<file path="config.mk">
export PLATFORM = sky130hd
export DESIGN_NAME = ids_top
export DESIGN_NICKNAME = d
export VERILOG_FILES = /design/src/hdl/ids_sync.v /design/src/hdl/ids_top.v
export VERILOG_INCLUDE_DIRS = /design/src /design/src/hdl
export SDC_FILE = /design/constraint.sdc
export NUM_CORES = 1
export LEC_CHECK = 0
export ABC_AREA = 1
export BUFFER_PORTS_ARGS = -buffer_cell sky130_fd_sc_hd__buf_2
export CAP_MARGIN = 0
export CORE_ASPECT_RATIO = 0.5
export CORE_MARGIN = 1.5
export CORE_UTILIZATION = 50
export CTS_BUF_LIST = sky130_fd_sc_hd__clkbuf_4
export DETAILED_ROUTE_END_ITERATION = 8
export PLACE_DENSITY_LB_ADDON = 0.25
export SLEW_MARGIN = 15
export SYNTH_ARGS = -nofsm -noshare
export SYNTH_HDL_FRONTEND = slang
export SYNTH_SLANG_ARGS = --single-unit
export TNS_END_PERCENT = 5
</file>
<file path="constraint.sdc">
create_clock -name clk_in -period 2.9 [get_ports clk_in]
set_input_delay 0.58 -clock clk_in [delete_from_list [all_inputs] [get_ports clk_in]]
set_output_delay 0.58 -clock clk_in [all_outputs]
set_load 0.005 [all_outputs]
</file>
<file path="src/hdl/ids_map.vh">
// constants of the direction and acknowledge status block
// assumes a 4-bit register byte address and 8-bit registers in low lanes
`ifndef IDS_MAP_VH
`define IDS_MAP_VH

// ----------------------------------------------------------------
// register byte addresses
// ----------------------------------------------------------------
`define IDS_CTRL_ADDR 4'h0
`define IDS_STAT_ADDR 4'h4

// ----------------------------------------------------------------
// bus control register fields
// ----------------------------------------------------------------
`define IDS_CTRL_ENA_BIT 7
`define IDS_CTRL_EXIT_BIT 6
`define IDS_CTRL_WCAN_BIT 5
`define IDS_CTRL_RST 1'h0

// ----------------------------------------------------------------
// bus status register fields
// ----------------------------------------------------------------
`define IDS_STAT_DIR_BIT 3
`define IDS_STAT_ACK_BIT 2
`define IDS_DIR_RST 1'h0
`define IDS_ACK_RST 1'h0

// ----------------------------------------------------------------
// bit clock positions within a byte
// ----------------------------------------------------------------
`define IDS_LSB_CLK 4'h8
`define IDS_ACK_CLK 4'h9
`define IDS_FIRST_CLK 4'h1
`define IDS_CNT_RST 4'h0

// ----------------------------------------------------------------
// bus responses
// ----------------------------------------------------------------
`define IDS_RESP_OKAY 2'h0
`define IDS_RESP_SLVERR 2'h2

`endif

</file>
<file path="src/hdl/ids_sync.v">
// two flip-flop synchroniser, one stage pair per bit
// assumes inputs are asynchronous to clk_in
module ids_sync #(
  parameter WIDTH = 2
) (
  // clock, reset, enable
  input wire clk_in,
  input wire nrst_in,
  input wire ce_in,
  // data
  input wire [WIDTH-1:0] async_in,
  output wire [WIDTH-1:0] sync_out
);

  genvar i;
  generate
    for (i = 0; i < WIDTH; i = i + 1) begin : g_bit
      reg meta_ff;
      reg sync_ff;
      always @(posedge clk_in) begin
        if (!nrst_in) begin
          meta_ff <= 1'h1;
          sync_ff <= 1'h1;
        end else if (ce_in) begin
          meta_ff <= async_in[i];
          sync_ff <= meta_ff;
        end
      end
      assign sync_out[i] = sync_ff;
    end
  endgenerate

endmodule // ids_sync

</file>
<file path="src/hdl/ids_top.v">
// direction flag and acknowledge-detected flag of a two-wire bus unit
// assumes start generation, role and arbitration loss come from the
// rest of the unit on clk_in; the bus lines are asynchronous pins
`include "ids_map.vh"

module ids_top #(
  parameter ADDR_W = 4
) (
  // clock, reset, enable
  input wire clk_in,
  input wire nrst_in,
  input wire ce_in,
  // axi4-lite write address
  input wire s_axi_awvalid_in,
  output wire s_axi_awready_out,
  input wire [ADDR_W-1:0] s_axi_awaddr_in,
  // axi4-lite write data
  input wire s_axi_wvalid_in,
  output wire s_axi_wready_out,
  input wire [31:0] s_axi_wdata_in,
  input wire [3:0] s_axi_wstrb_in,
  // axi4-lite write response
  output wire s_axi_bvalid_out,
  input wire s_axi_bready_in,
  output wire [1:0] s_axi_bresp_out,
  // axi4-lite read address
  input wire s_axi_arvalid_in,
  output wire s_axi_arready_out,
  input wire [ADDR_W-1:0] s_axi_araddr_in,
  // axi4-lite read data
  output wire s_axi_rvalid_out,
  input wire s_axi_rready_in,
  output wire [31:0] s_axi_rdata_out,
  output wire [1:0] s_axi_rresp_out,
  // rest of the unit
  input wire master_role_in,
  input wire start_generated_in,
  input wire arbitration_loss_flag_in,
  input wire serial_output_latch_in,
  // bus pins
  input wire serial_clock_line_in,
  input wire serial_data_line_in,
  output wire serial_data_line_out,
  output wire serial_data_line_oe_out,
  // status
  output wire direction_flag_out,
  output wire ack_detected_flag_out,
  output wire operation_enable_out
);

  // ----------------------------------------------------------------
  // pin synchronisation and bus event detection
  // ----------------------------------------------------------------
  wire [1:0] line_sync;
  reg scl_d_ff;
  reg sda_d_ff;
  wire scl_s;
  wire sda_s;

  ids_sync #(
    .WIDTH(2)
  ) u_sync (
    .clk_in(clk_in),
    .nrst_in(nrst_in),
    .ce_in(ce_in),
    .async_in({serial_clock_line_in, serial_data_line_in}),
    .sync_out(line_sync)
  );

  assign scl_s = line_sync[1];
  assign sda_s = line_sync[0];

  always @(posedge clk_in) begin
    if (!nrst_in) begin
      scl_d_ff <= 1'h1;
      sda_d_ff <= 1'h1;
    end else if (ce_in) begin
      scl_d_ff <= scl_s;
      sda_d_ff <= sda_s;
    end
  end

  wire scl_rise = scl_s & ~scl_d_ff;
  wire scl_fall = ~scl_s & scl_d_ff;
  wire start_det = scl_s & scl_d_ff & sda_d_ff & ~sda_s;
  wire stop_det = scl_s & scl_d_ff & ~sda_d_ff & sda_s;

  // ----------------------------------------------------------------
  // bit counter
  // ----------------------------------------------------------------
  // counter only runs between a start and a stop; a glitch on the
  // clock line outside a frame therefore cannot fake a ninth clock
  reg [3:0] bit_cnt_ff;
  reg first_byte_ff;
  reg active_ff;

  wire next_byte_clk = scl_rise & active_ff & (bit_cnt_ff == `IDS_ACK_CLK);
  wire lsb_clk = scl_rise & active_ff & first_byte_ff &
                 (bit_cnt_ff == (`IDS_LSB_CLK - `IDS_FIRST_CLK));
  wire ack_clk = scl_rise & active_ff &
                 (bit_cnt_ff == (`IDS_ACK_CLK - `IDS_FIRST_CLK));
  wire ninth_fall = scl_fall & active_ff & first_byte_ff &
                    (bit_cnt_ff == `IDS_ACK_CLK);

  always @(posedge clk_in) begin
    if (!nrst_in) begin
      bit_cnt_ff <= `IDS_CNT_RST;
      first_byte_ff <= 1'h0;
      active_ff <= 1'h0;
    end else if (ce_in) begin
      if (start_det) begin
        bit_cnt_ff <= `IDS_CNT_RST;
        first_byte_ff <= 1'h1;
        active_ff <= 1'h1;
      end else if (stop_det) begin
        bit_cnt_ff <= `IDS_CNT_RST;
        first_byte_ff <= 1'h0;
        active_ff <= 1'h0;
      end else if (next_byte_clk) begin
        bit_cnt_ff <= `IDS_FIRST_CLK;
        first_byte_ff <= 1'h0;
      end else if (scl_rise & active_ff) begin
        bit_cnt_ff <= bit_cnt_ff + `IDS_FIRST_CLK;
      end
    end
  end

  // ----------------------------------------------------------------
  // axi4-lite slave
  // ----------------------------------------------------------------
  reg aw_got_ff;
  reg w_got_ff;
  reg [ADDR_W-1:0] awaddr_ff;
  reg [31:0] wdata_ff;
  reg [3:0] wstrb_ff;
  reg bvalid_ff;
  reg [1:0] bresp_ff;
  reg rvalid_ff;
  reg [31:0] rdata_ff;
  reg [1:0] rresp_ff;
  reg ctrl_en_ff;
  reg exit_req_ff;
  reg wait_cancel_ff;
  reg en_d_ff;
  reg dir_ff;
  reg ack_ff;

  assign s_axi_awready_out = ~aw_got_ff & ~bvalid_ff;
  assign s_axi_wready_out = ~w_got_ff & ~bvalid_ff;
  assign s_axi_arready_out = ~rvalid_ff;
  assign s_axi_bvalid_out = bvalid_ff;
  assign s_axi_bresp_out = bresp_ff;
  assign s_axi_rvalid_out = rvalid_ff;
  assign s_axi_rdata_out = rdata_ff;
  assign s_axi_rresp_out = rresp_ff;

  wire aw_take = s_axi_awvalid_in & s_axi_awready_out;
  wire w_take = s_axi_wvalid_in & s_axi_wready_out;
  wire ar_take = s_axi_arvalid_in & s_axi_arready_out;
  wire wr_go = aw_got_ff & w_got_ff & ~bvalid_ff;
  wire wr_ctrl = wr_go & (awaddr_ff == `IDS_CTRL_ADDR);
  wire wr_stat = wr_go & (awaddr_ff == `IDS_STAT_ADDR);
  wire ctrl_lane = wr_ctrl & wstrb_ff[0];

  always @(posedge clk_in) begin
    if (!nrst_in) begin
      aw_got_ff <= 1'h0;
      w_got_ff <= 1'h0;
      awaddr_ff <= {ADDR_W{1'h0}};
      wdata_ff <= 32'h0;
      wstrb_ff <= 4'h0;
      bvalid_ff <= 1'h0;
      bresp_ff <= `IDS_RESP_OKAY;
    end else if (ce_in) begin
      if (aw_take) begin
        aw_got_ff <= 1'h1;
        awaddr_ff <= s_axi_awaddr_in;
      end
      if (w_take) begin
        w_got_ff <= 1'h1;
        wdata_ff <= s_axi_wdata_in;
        wstrb_ff <= s_axi_wstrb_in;
      end
      if (wr_go) begin
        aw_got_ff <= 1'h0;
        w_got_ff <= 1'h0;
        bvalid_ff <= 1'h1;
        bresp_ff <= (wr_ctrl | wr_stat) ? `IDS_RESP_OKAY :
                    `IDS_RESP_SLVERR;
      end else if (bvalid_ff & s_axi_bready_in) begin
        bvalid_ff <= 1'h0;
      end
    end
  end

  always @(posedge clk_in) begin
    if (!nrst_in) begin
      ctrl_en_ff <= `IDS_CTRL_RST;
      exit_req_ff <= 1'h0;
      wait_cancel_ff <= 1'h0;
      en_d_ff <= `IDS_CTRL_RST;
    end else if (ce_in) begin
      en_d_ff <= ctrl_en_ff;
      exit_req_ff <= ctrl_lane & wdata_ff[`IDS_CTRL_EXIT_BIT];
      wait_cancel_ff <= ctrl_lane & wdata_ff[`IDS_CTRL_WCAN_BIT];
      if (ctrl_lane) begin
        ctrl_en_ff <= wdata_ff[`IDS_CTRL_ENA_BIT];
      end
    end
  end

  // status writes are accepted and ignored: the register is read-only
  always @(posedge clk_in) begin
    if (!nrst_in) begin
      rvalid_ff <= 1'h0;
      rdata_ff <= 32'h0;
      rresp_ff <= `IDS_RESP_OKAY;
    end else if (ce_in) begin
      if (ar_take) begin
        rvalid_ff <= 1'h1;
        rdata_ff <= 32'h0;
        rresp_ff <= `IDS_RESP_OKAY;
        if (s_axi_araddr_in == `IDS_CTRL_ADDR) begin
          rdata_ff[`IDS_CTRL_ENA_BIT] <= ctrl_en_ff;
        end else if (s_axi_araddr_in == `IDS_STAT_ADDR) begin
          rdata_ff[`IDS_STAT_DIR_BIT] <= dir_ff;
          rdata_ff[`IDS_STAT_ACK_BIT] <= ack_ff;
        end else begin
          rresp_ff <= `IDS_RESP_SLVERR;
        end
      end else if (rvalid_ff & s_axi_rready_in) begin
        rvalid_ff <= 1'h0;
      end
    end
  end

  // ----------------------------------------------------------------
  // direction flag
  // ----------------------------------------------------------------
  reg arb_d_ff;
  wire arb_rise = arbitration_loss_flag_in & ~arb_d_ff;
  wire en_fall = en_d_ff & ~ctrl_en_ff;
  reg dir_set;
  reg dir_clr;

  always @* begin
    dir_set = 1'h0;
    dir_clr = 1'h0;
    if (master_role_in) begin
      dir_set = start_generated_in | (lsb_clk & ~sda_s);
      dir_clr = lsb_clk & sda_s;
    end else begin
      dir_set = lsb_clk & sda_s;
      dir_clr = start_det | (lsb_clk & ~sda_s);
    end
    dir_clr = dir_clr | stop_det | exit_req_ff | en_fall |
              wait_cancel_ff | arb_rise;
  end

  // a bus event that sets the flag wins over a clear in the same cycle
  always @(posedge clk_in) begin
    if (!nrst_in) begin
      dir_ff <= `IDS_DIR_RST;
      arb_d_ff <= 1'h0;
    end else if (ce_in) begin
      arb_d_ff <= arbitration_loss_flag_in;
      if (dir_set) begin
        dir_ff <= 1'h1;
      end else if (dir_clr) begin
        dir_ff <= 1'h0;
      end
    end
  end

  // ----------------------------------------------------------------
  // data line drive
  // ----------------------------------------------------------------
  // open drain: only a low level is driven, a high is a released line
  reg drive_ok_ff;
  reg sda_oe_ff;
  reg sda_o_ff;

  always @(posedge clk_in) begin
    if (!nrst_in) begin
      drive_ok_ff <= 1'h0;
      sda_oe_ff <= 1'h0;
      sda_o_ff <= 1'h0;
    end else if (ce_in) begin
      if (~dir_ff | wait_cancel_ff | dir_clr) begin
        drive_ok_ff <= 1'h0;
      end else if (ninth_fall) begin
        drive_ok_ff <= 1'h1;
      end
      sda_oe_ff <= dir_ff & drive_ok_ff & ~dir_clr &
                   ~serial_output_latch_in;
      sda_o_ff <= 1'h0;
    end
  end

  assign serial_data_line_out = sda_o_ff;
  assign serial_data_line_oe_out = sda_oe_ff;

  // ----------------------------------------------------------------
  // acknowledge-detected flag
  // ----------------------------------------------------------------
  always @(posedge clk_in) begin
    if (!nrst_in) begin
      ack_ff <= `IDS_ACK_RST;
    end else if (ce_in) begin
      if (ack_clk & ~sda_s) begin
        ack_ff <= 1'h1;
      end else if (stop_det | next_byte_clk | exit_req_ff | en_fall |
                   ack_clk) begin
        ack_ff <= 1'h0;
      end
    end
  end

  assign direction_flag_out = dir_ff;
  assign ack_detected_flag_out = ack_ff;
  assign operation_enable_out = ctrl_en_ff;

endmodule // ids_top

</file>
# After elaboration in Yosys (flattened, before gate mapping)

Cells that the tools add are included.

Output and inout port bits: 46
Logic and storage cells: 156
Bits in registers: 45
Bits of input ports: 58

Add/sub/neg operators: 1
Multiplexer cells: 31
Bitwise logic cells: 64
Reductions and logical operators: 27
Eq/ne operators: 5

Operator list:

| cell                                                            | number |
|---|---|
| 1-bit AND                                                       | 37 |
| 2-bit AND reduction                                             | 15 |
| 1-bit 2-to-1 mux                                                | 22 |
| 4-bit 2-to-1 mux                                                | 4 |
| 2-bit nonzero test                                              | 8 |
| 1-bit bitwise OR                                                | 14 |
| 1-bit inverter                                                  | 13 |
| 4-bit by 3-bit == test with 1-bit output, second input constant | 3 |
| 2-bit 2-to-1 mux                                                | 5 |
| 4-bit == test, second input constant                            | 2 |
| 4-bit zero test                                                 | 2 |
| 4-bit by 1-bit adder with 4-bit output, second input constant   | 1 |
| 4-bit nonzero test                                              | 1 |
| 3-bit nonzero test                                              | 1 |

# Logic depth before layout (Yosys ltp)

Depth in word-level cells: 16
Gate-level depth with buffers: 10
Depth with buffers taken out: 10

# Modules after synthesis

From an unflattened synthesis, not the netlist that was laid out.

Cells, all modules: 274
Area, all modules: 2009.4 sq um

Modules (own cells, without submodules):

| module   | sequential area each (sq um) | instances | area each (sq um) | cells an instance |
|---|---|---|---|---|
| ids_top  | 680.7                        | 1         | 1860.5            | 255 |
| ids_sync | 80.1                         | 1         | 148.9             | 19 |

# Worst setup path before layout

No wires, ideal clock.

Path kind: input -> register
Start point: in ce_in
End point: reg scl_d_ff
Path slack: 1566 ps
Stages on the path: 5
Data required time: 2776 ps
Arrival time: 1210 ps
Buffers on the path: 3
Library setup time: 124 ps
Path through: buf_6 -> buf_2 -> buf_4 -> o21ai_0 -> nand2_1

RTL lines:

| element              | RTL line     | RTL |
|---|---|---|
| start, declared      | ids_top.v:12 | `input wire ce_in,` |
| end signal, assigned | ids_top.v:78 | `scl_d_ff <= scl_s;` |
| end, declared        | ids_top.v:55 | `reg scl_d_ff;` |

# Final worst setup path

Start point: reg bvalid_ff, in the netlist s_axi_bvalid_out
End point: out s_axi_awready_out

Cells in the longest elaborated chain, start to end: 2

RTL lines:

| element                | RTL line      | RTL |
|---|---|---|
| start, declared        | ids_top.v:136 | `reg bvalid_ff;` |
| start signal, assigned | ids_top.v:172 | `bvalid_ff <= 1'h0;` |
| start signal, assigned | ids_top.v:187 | `bvalid_ff <= 1'h1;` |
| start signal, assigned | ids_top.v:191 | `bvalid_ff <= 1'h0;` |
| 1-bit inverter         | ids_top.v:148 | `assign s_axi_awready_out = ~aw_got_ff & ~bvalid_ff;` |
| 1-bit AND              | ids_top.v:148 |  |
| end, declared          | ids_top.v:15  | `output wire s_axi_awready_out,` |

No other way between the ends.

==> flow_summary.toml <==
[timing]
max_freq_ghz = 0.631
finalSetupTns_ns = 0
finalSetupViolCount = 0
rsz0062_at_grt = "false"
final-hold-violation-count = 0
drv_slew = 0
skew_ns = 0.00725
period_share_pct = 54.6
period_needed_ns = 1.58

[clock_network]
ctsHoldBuffers = 0
clock_latency_ns = 0.33
h-tree-depth = 2
clockBufferDepth = 2
post_cts_buffers = 0
root_buffer = "clkbuf_4"
cts-resized-gates = 0
numCtsBuffers = 5
clkSinkCount = 38
cts_tree = "built"
clk_pin_slew_ns = 0.11

[power_and_ir_drop]
power.internal_mw = 0.765
leakage_nw = 1.01
pwr-share-clk_pct = 33.6
p_sw_share_pct = 25.9
power-per-cell-area_mw_per_mm2 = 483
vdd_drop_max_mv = 0.286
seqPwrFrac_pct = 54.2
combPwrFrac_pct = 12.3
switchingPower_mw = 0.267

[routing]
vias_per_cell = 4.65
drt_first_pass_iters = 4
wire_per_inst_um = 10.3
routed_wl_um = 3710
dr.max_layer_used = "met4"
first_iter_violations = 60
vias = 1674
wl_met3_um = 212
drtAntennaViolNets = 0
met1Wirelength_um = 1810
wl_met2_um = 1670
drc = 0

[cells_and_area]
multiInputGateArea_um2 = 951
finalCoreUtilization_pct = 59.6
synthToLayoutAreaGrowth_pct = 8.86
n_antenna_cell = 0
fin_nets = 370
fin_area_mm2 = 0.00214
n_fill_cell = 340
ff_latch_area_um2 = 761
drive_above_1_share_pct = 18.8

[critical_path]
cp.required_ns = 2.32
rr_startpoint = "bit_cnt_ff[0]"
worstSetupStartpoint = "s_axi_bvalid_out"
start_kind = "flop"
cp-end-kind = "primary output"
crit_type = "flop to primary output"
critPathMaxFanout = 5
crit_arrival_ns = 1.00

[synthesis]
synth_cells = 270
ys_warn_count = 0
synth_top_area_cell = "dfxtp_1"
synth_area_leaders = "dfxtp_1 39%, buf_4 13%, nand2_1 9.2%, nor2_1 7.1%, a21oi_1 5.4%"
synth_area_per_cell_um2 = 7.27
ys_ff_latch = 38
synth-seq-area-share_pct = 38.8
yosysUniqueCellTypes = 28
yosysTopAreaCellShare_pct = 38.8
mappedNetlistArea_mm2 = 0.00196

[placed_design]
port_buffers = 39
gp_congestion = 0.847
dpl_cell_area_mm2 = 0.00206
dpl.hpwl_um = 2750

[worst_hold_path]
hp-class = "primary input to flop"
worstHoldStart = "serial_clock_line_in"

[status]
outcome = "finished, final reports clean"

[global_routing]
grt_max_degree = 26
grt_pass1_wl_um = 5820
grtUsageTotal_pct = 17.6
grt_overflow = 0
grt_pass1_vias = 1406
antenna_found_initial = 0

[floorplan]
core-area_mm2 = 0.00358
ios = 104
die_w_um = 91.6
die_y_um = 47.3
die_area_mm2 = 0.00433
row_count = 15
start_util_pct = 54.7

[job]
maxCapViolCount = 0
synth_stat cells:
master,count
ha_1,3
nand3_1,18
nor2_1,37
o21a_1,1
nor3_1,4
buf_2,2
nor4_1,2
conb_1,1
inv_1,21
a21o_1,1
nand2_4,3
or2_1,1
nand3_4,2
o211ai_1,1
buf_6,1
o21ai_0,19
dfxtp_1,38
nand3_2,1
inv_2,2
nand2_2,2
a31oi_1,1
nand4_1,2
a21oi_1,21
clkbuf_1,2
buf_4,33
buf_1,1
nand2_1,48
nor2_2,2
layout by cell type, fill, tap and decap left out, types with 2 or more instances in the layout:
cell type	Yosys	routed
nand3_4	2	2
clkbuf_4	0	5
buf_2	2	39
dfxtp_1	38	38
ha_1	3	3
conb_1	1	32
nand2_4	3	3
nand2_2	2	2
o21ai_0	19	19
nor2_1	37	37
nand2_1	48	48
nor3_1	4	4
a21oi_1	21	21
inv_1	21	21
nor2_2	2	2
inv_2	2	2
nand4_1	2	2
nand3_1	18	18
nor4_1	2	2
sequential cells by signal, summed over array words and instances (netlist names), 2 cells and up:
signal	flops
u_sync.g_bit.sync_ff	2
wdata_ff	3
bit_cnt_ff	4
s_axi_rdata_out	3
u_sync.g_bit.meta_ff	2
awaddr_ff	4
path summary, 6_finish.rpt:
kind | to | slack, ns | depth (start not counted)
max reg2reg | direction_flag_out | 1.38 | 8
min | u_sync.g_bit[1].meta_ff | 0.44 | 3
max | s_axi_awready_out | 1.32 | 2
min reg2reg | serial_data_line_oe_out | 0.47 | 2
critical path: stages (launching register included):
cell and delay [ns]:
dfxtp_1 0.37, nor2_1 0.17, buf_2 0.14
power groups by stage:
stage	clock network (mW)	logic, mW	registers, mW
2_1_floorplan	0	0.121	0.568
3_3_place_gp	0	0.123	0.570
3_5_place_dp	0	0.126	0.571
4_1_cts	0.352	0.127	0.559
5_1_grt	0.378	0.146	0.562
6_report	0.346	0.127	0.559
area by class of cell:
type | instances | share of cell area (%)
Sequential cell | 38 | 35.6
Inverter | 23 | 4.04
Clock buffer | 5 | 1.76
Clock inverter | 2 | 1.58
Tap cell | 51 | 2.99
Timing Repair Buffer | 40 | 9.49
Multi-Input combinational cell | 201 | 44.5
logic make-up (layout without fill, tap and decap cells):
group                      after synthesis  count (layout)  synth area share [%]
AOI/OAI and AO/OA                       44              44                  11.7
adders and majority gates                3               3                  1.91
buffers and inverters                   62              70                  18.7
DFF                                     38              38                  38.8
other                                    1              32                 0.191
and+or+nand+nor                        122             122                  28.8
metrics by stage:
| stage | setup slack [ns] | power, mW | instances | hold slack (ns) |
|---|---|---|---|---|
| final | 1.32 | 1.03 | 360 | 0.444 |
| after global routing | 1.21 | 1.09 | 360 | 0.443 |
| after CTS | 1.30 | 1.04 | 360 | 0.436 |
| after detailed placement | 1.12 | 0.697 | 353 | 0.442 |
| after global placement | 1.22 | 0.693 | 353 | 0.437 |
| after floorplan | 1.57 | 0.689 | 301 | 0.429 |
layer usage:
layer / global-route usage, % / vias up
met5: 0 / -
met4: 5.94 / 0
met3: 5.99 / 2
met2: 31.8 / 65
met1: 20.7 / 725
li1: - / 882
Note: power is estimated with default switching activity, not from simulation.
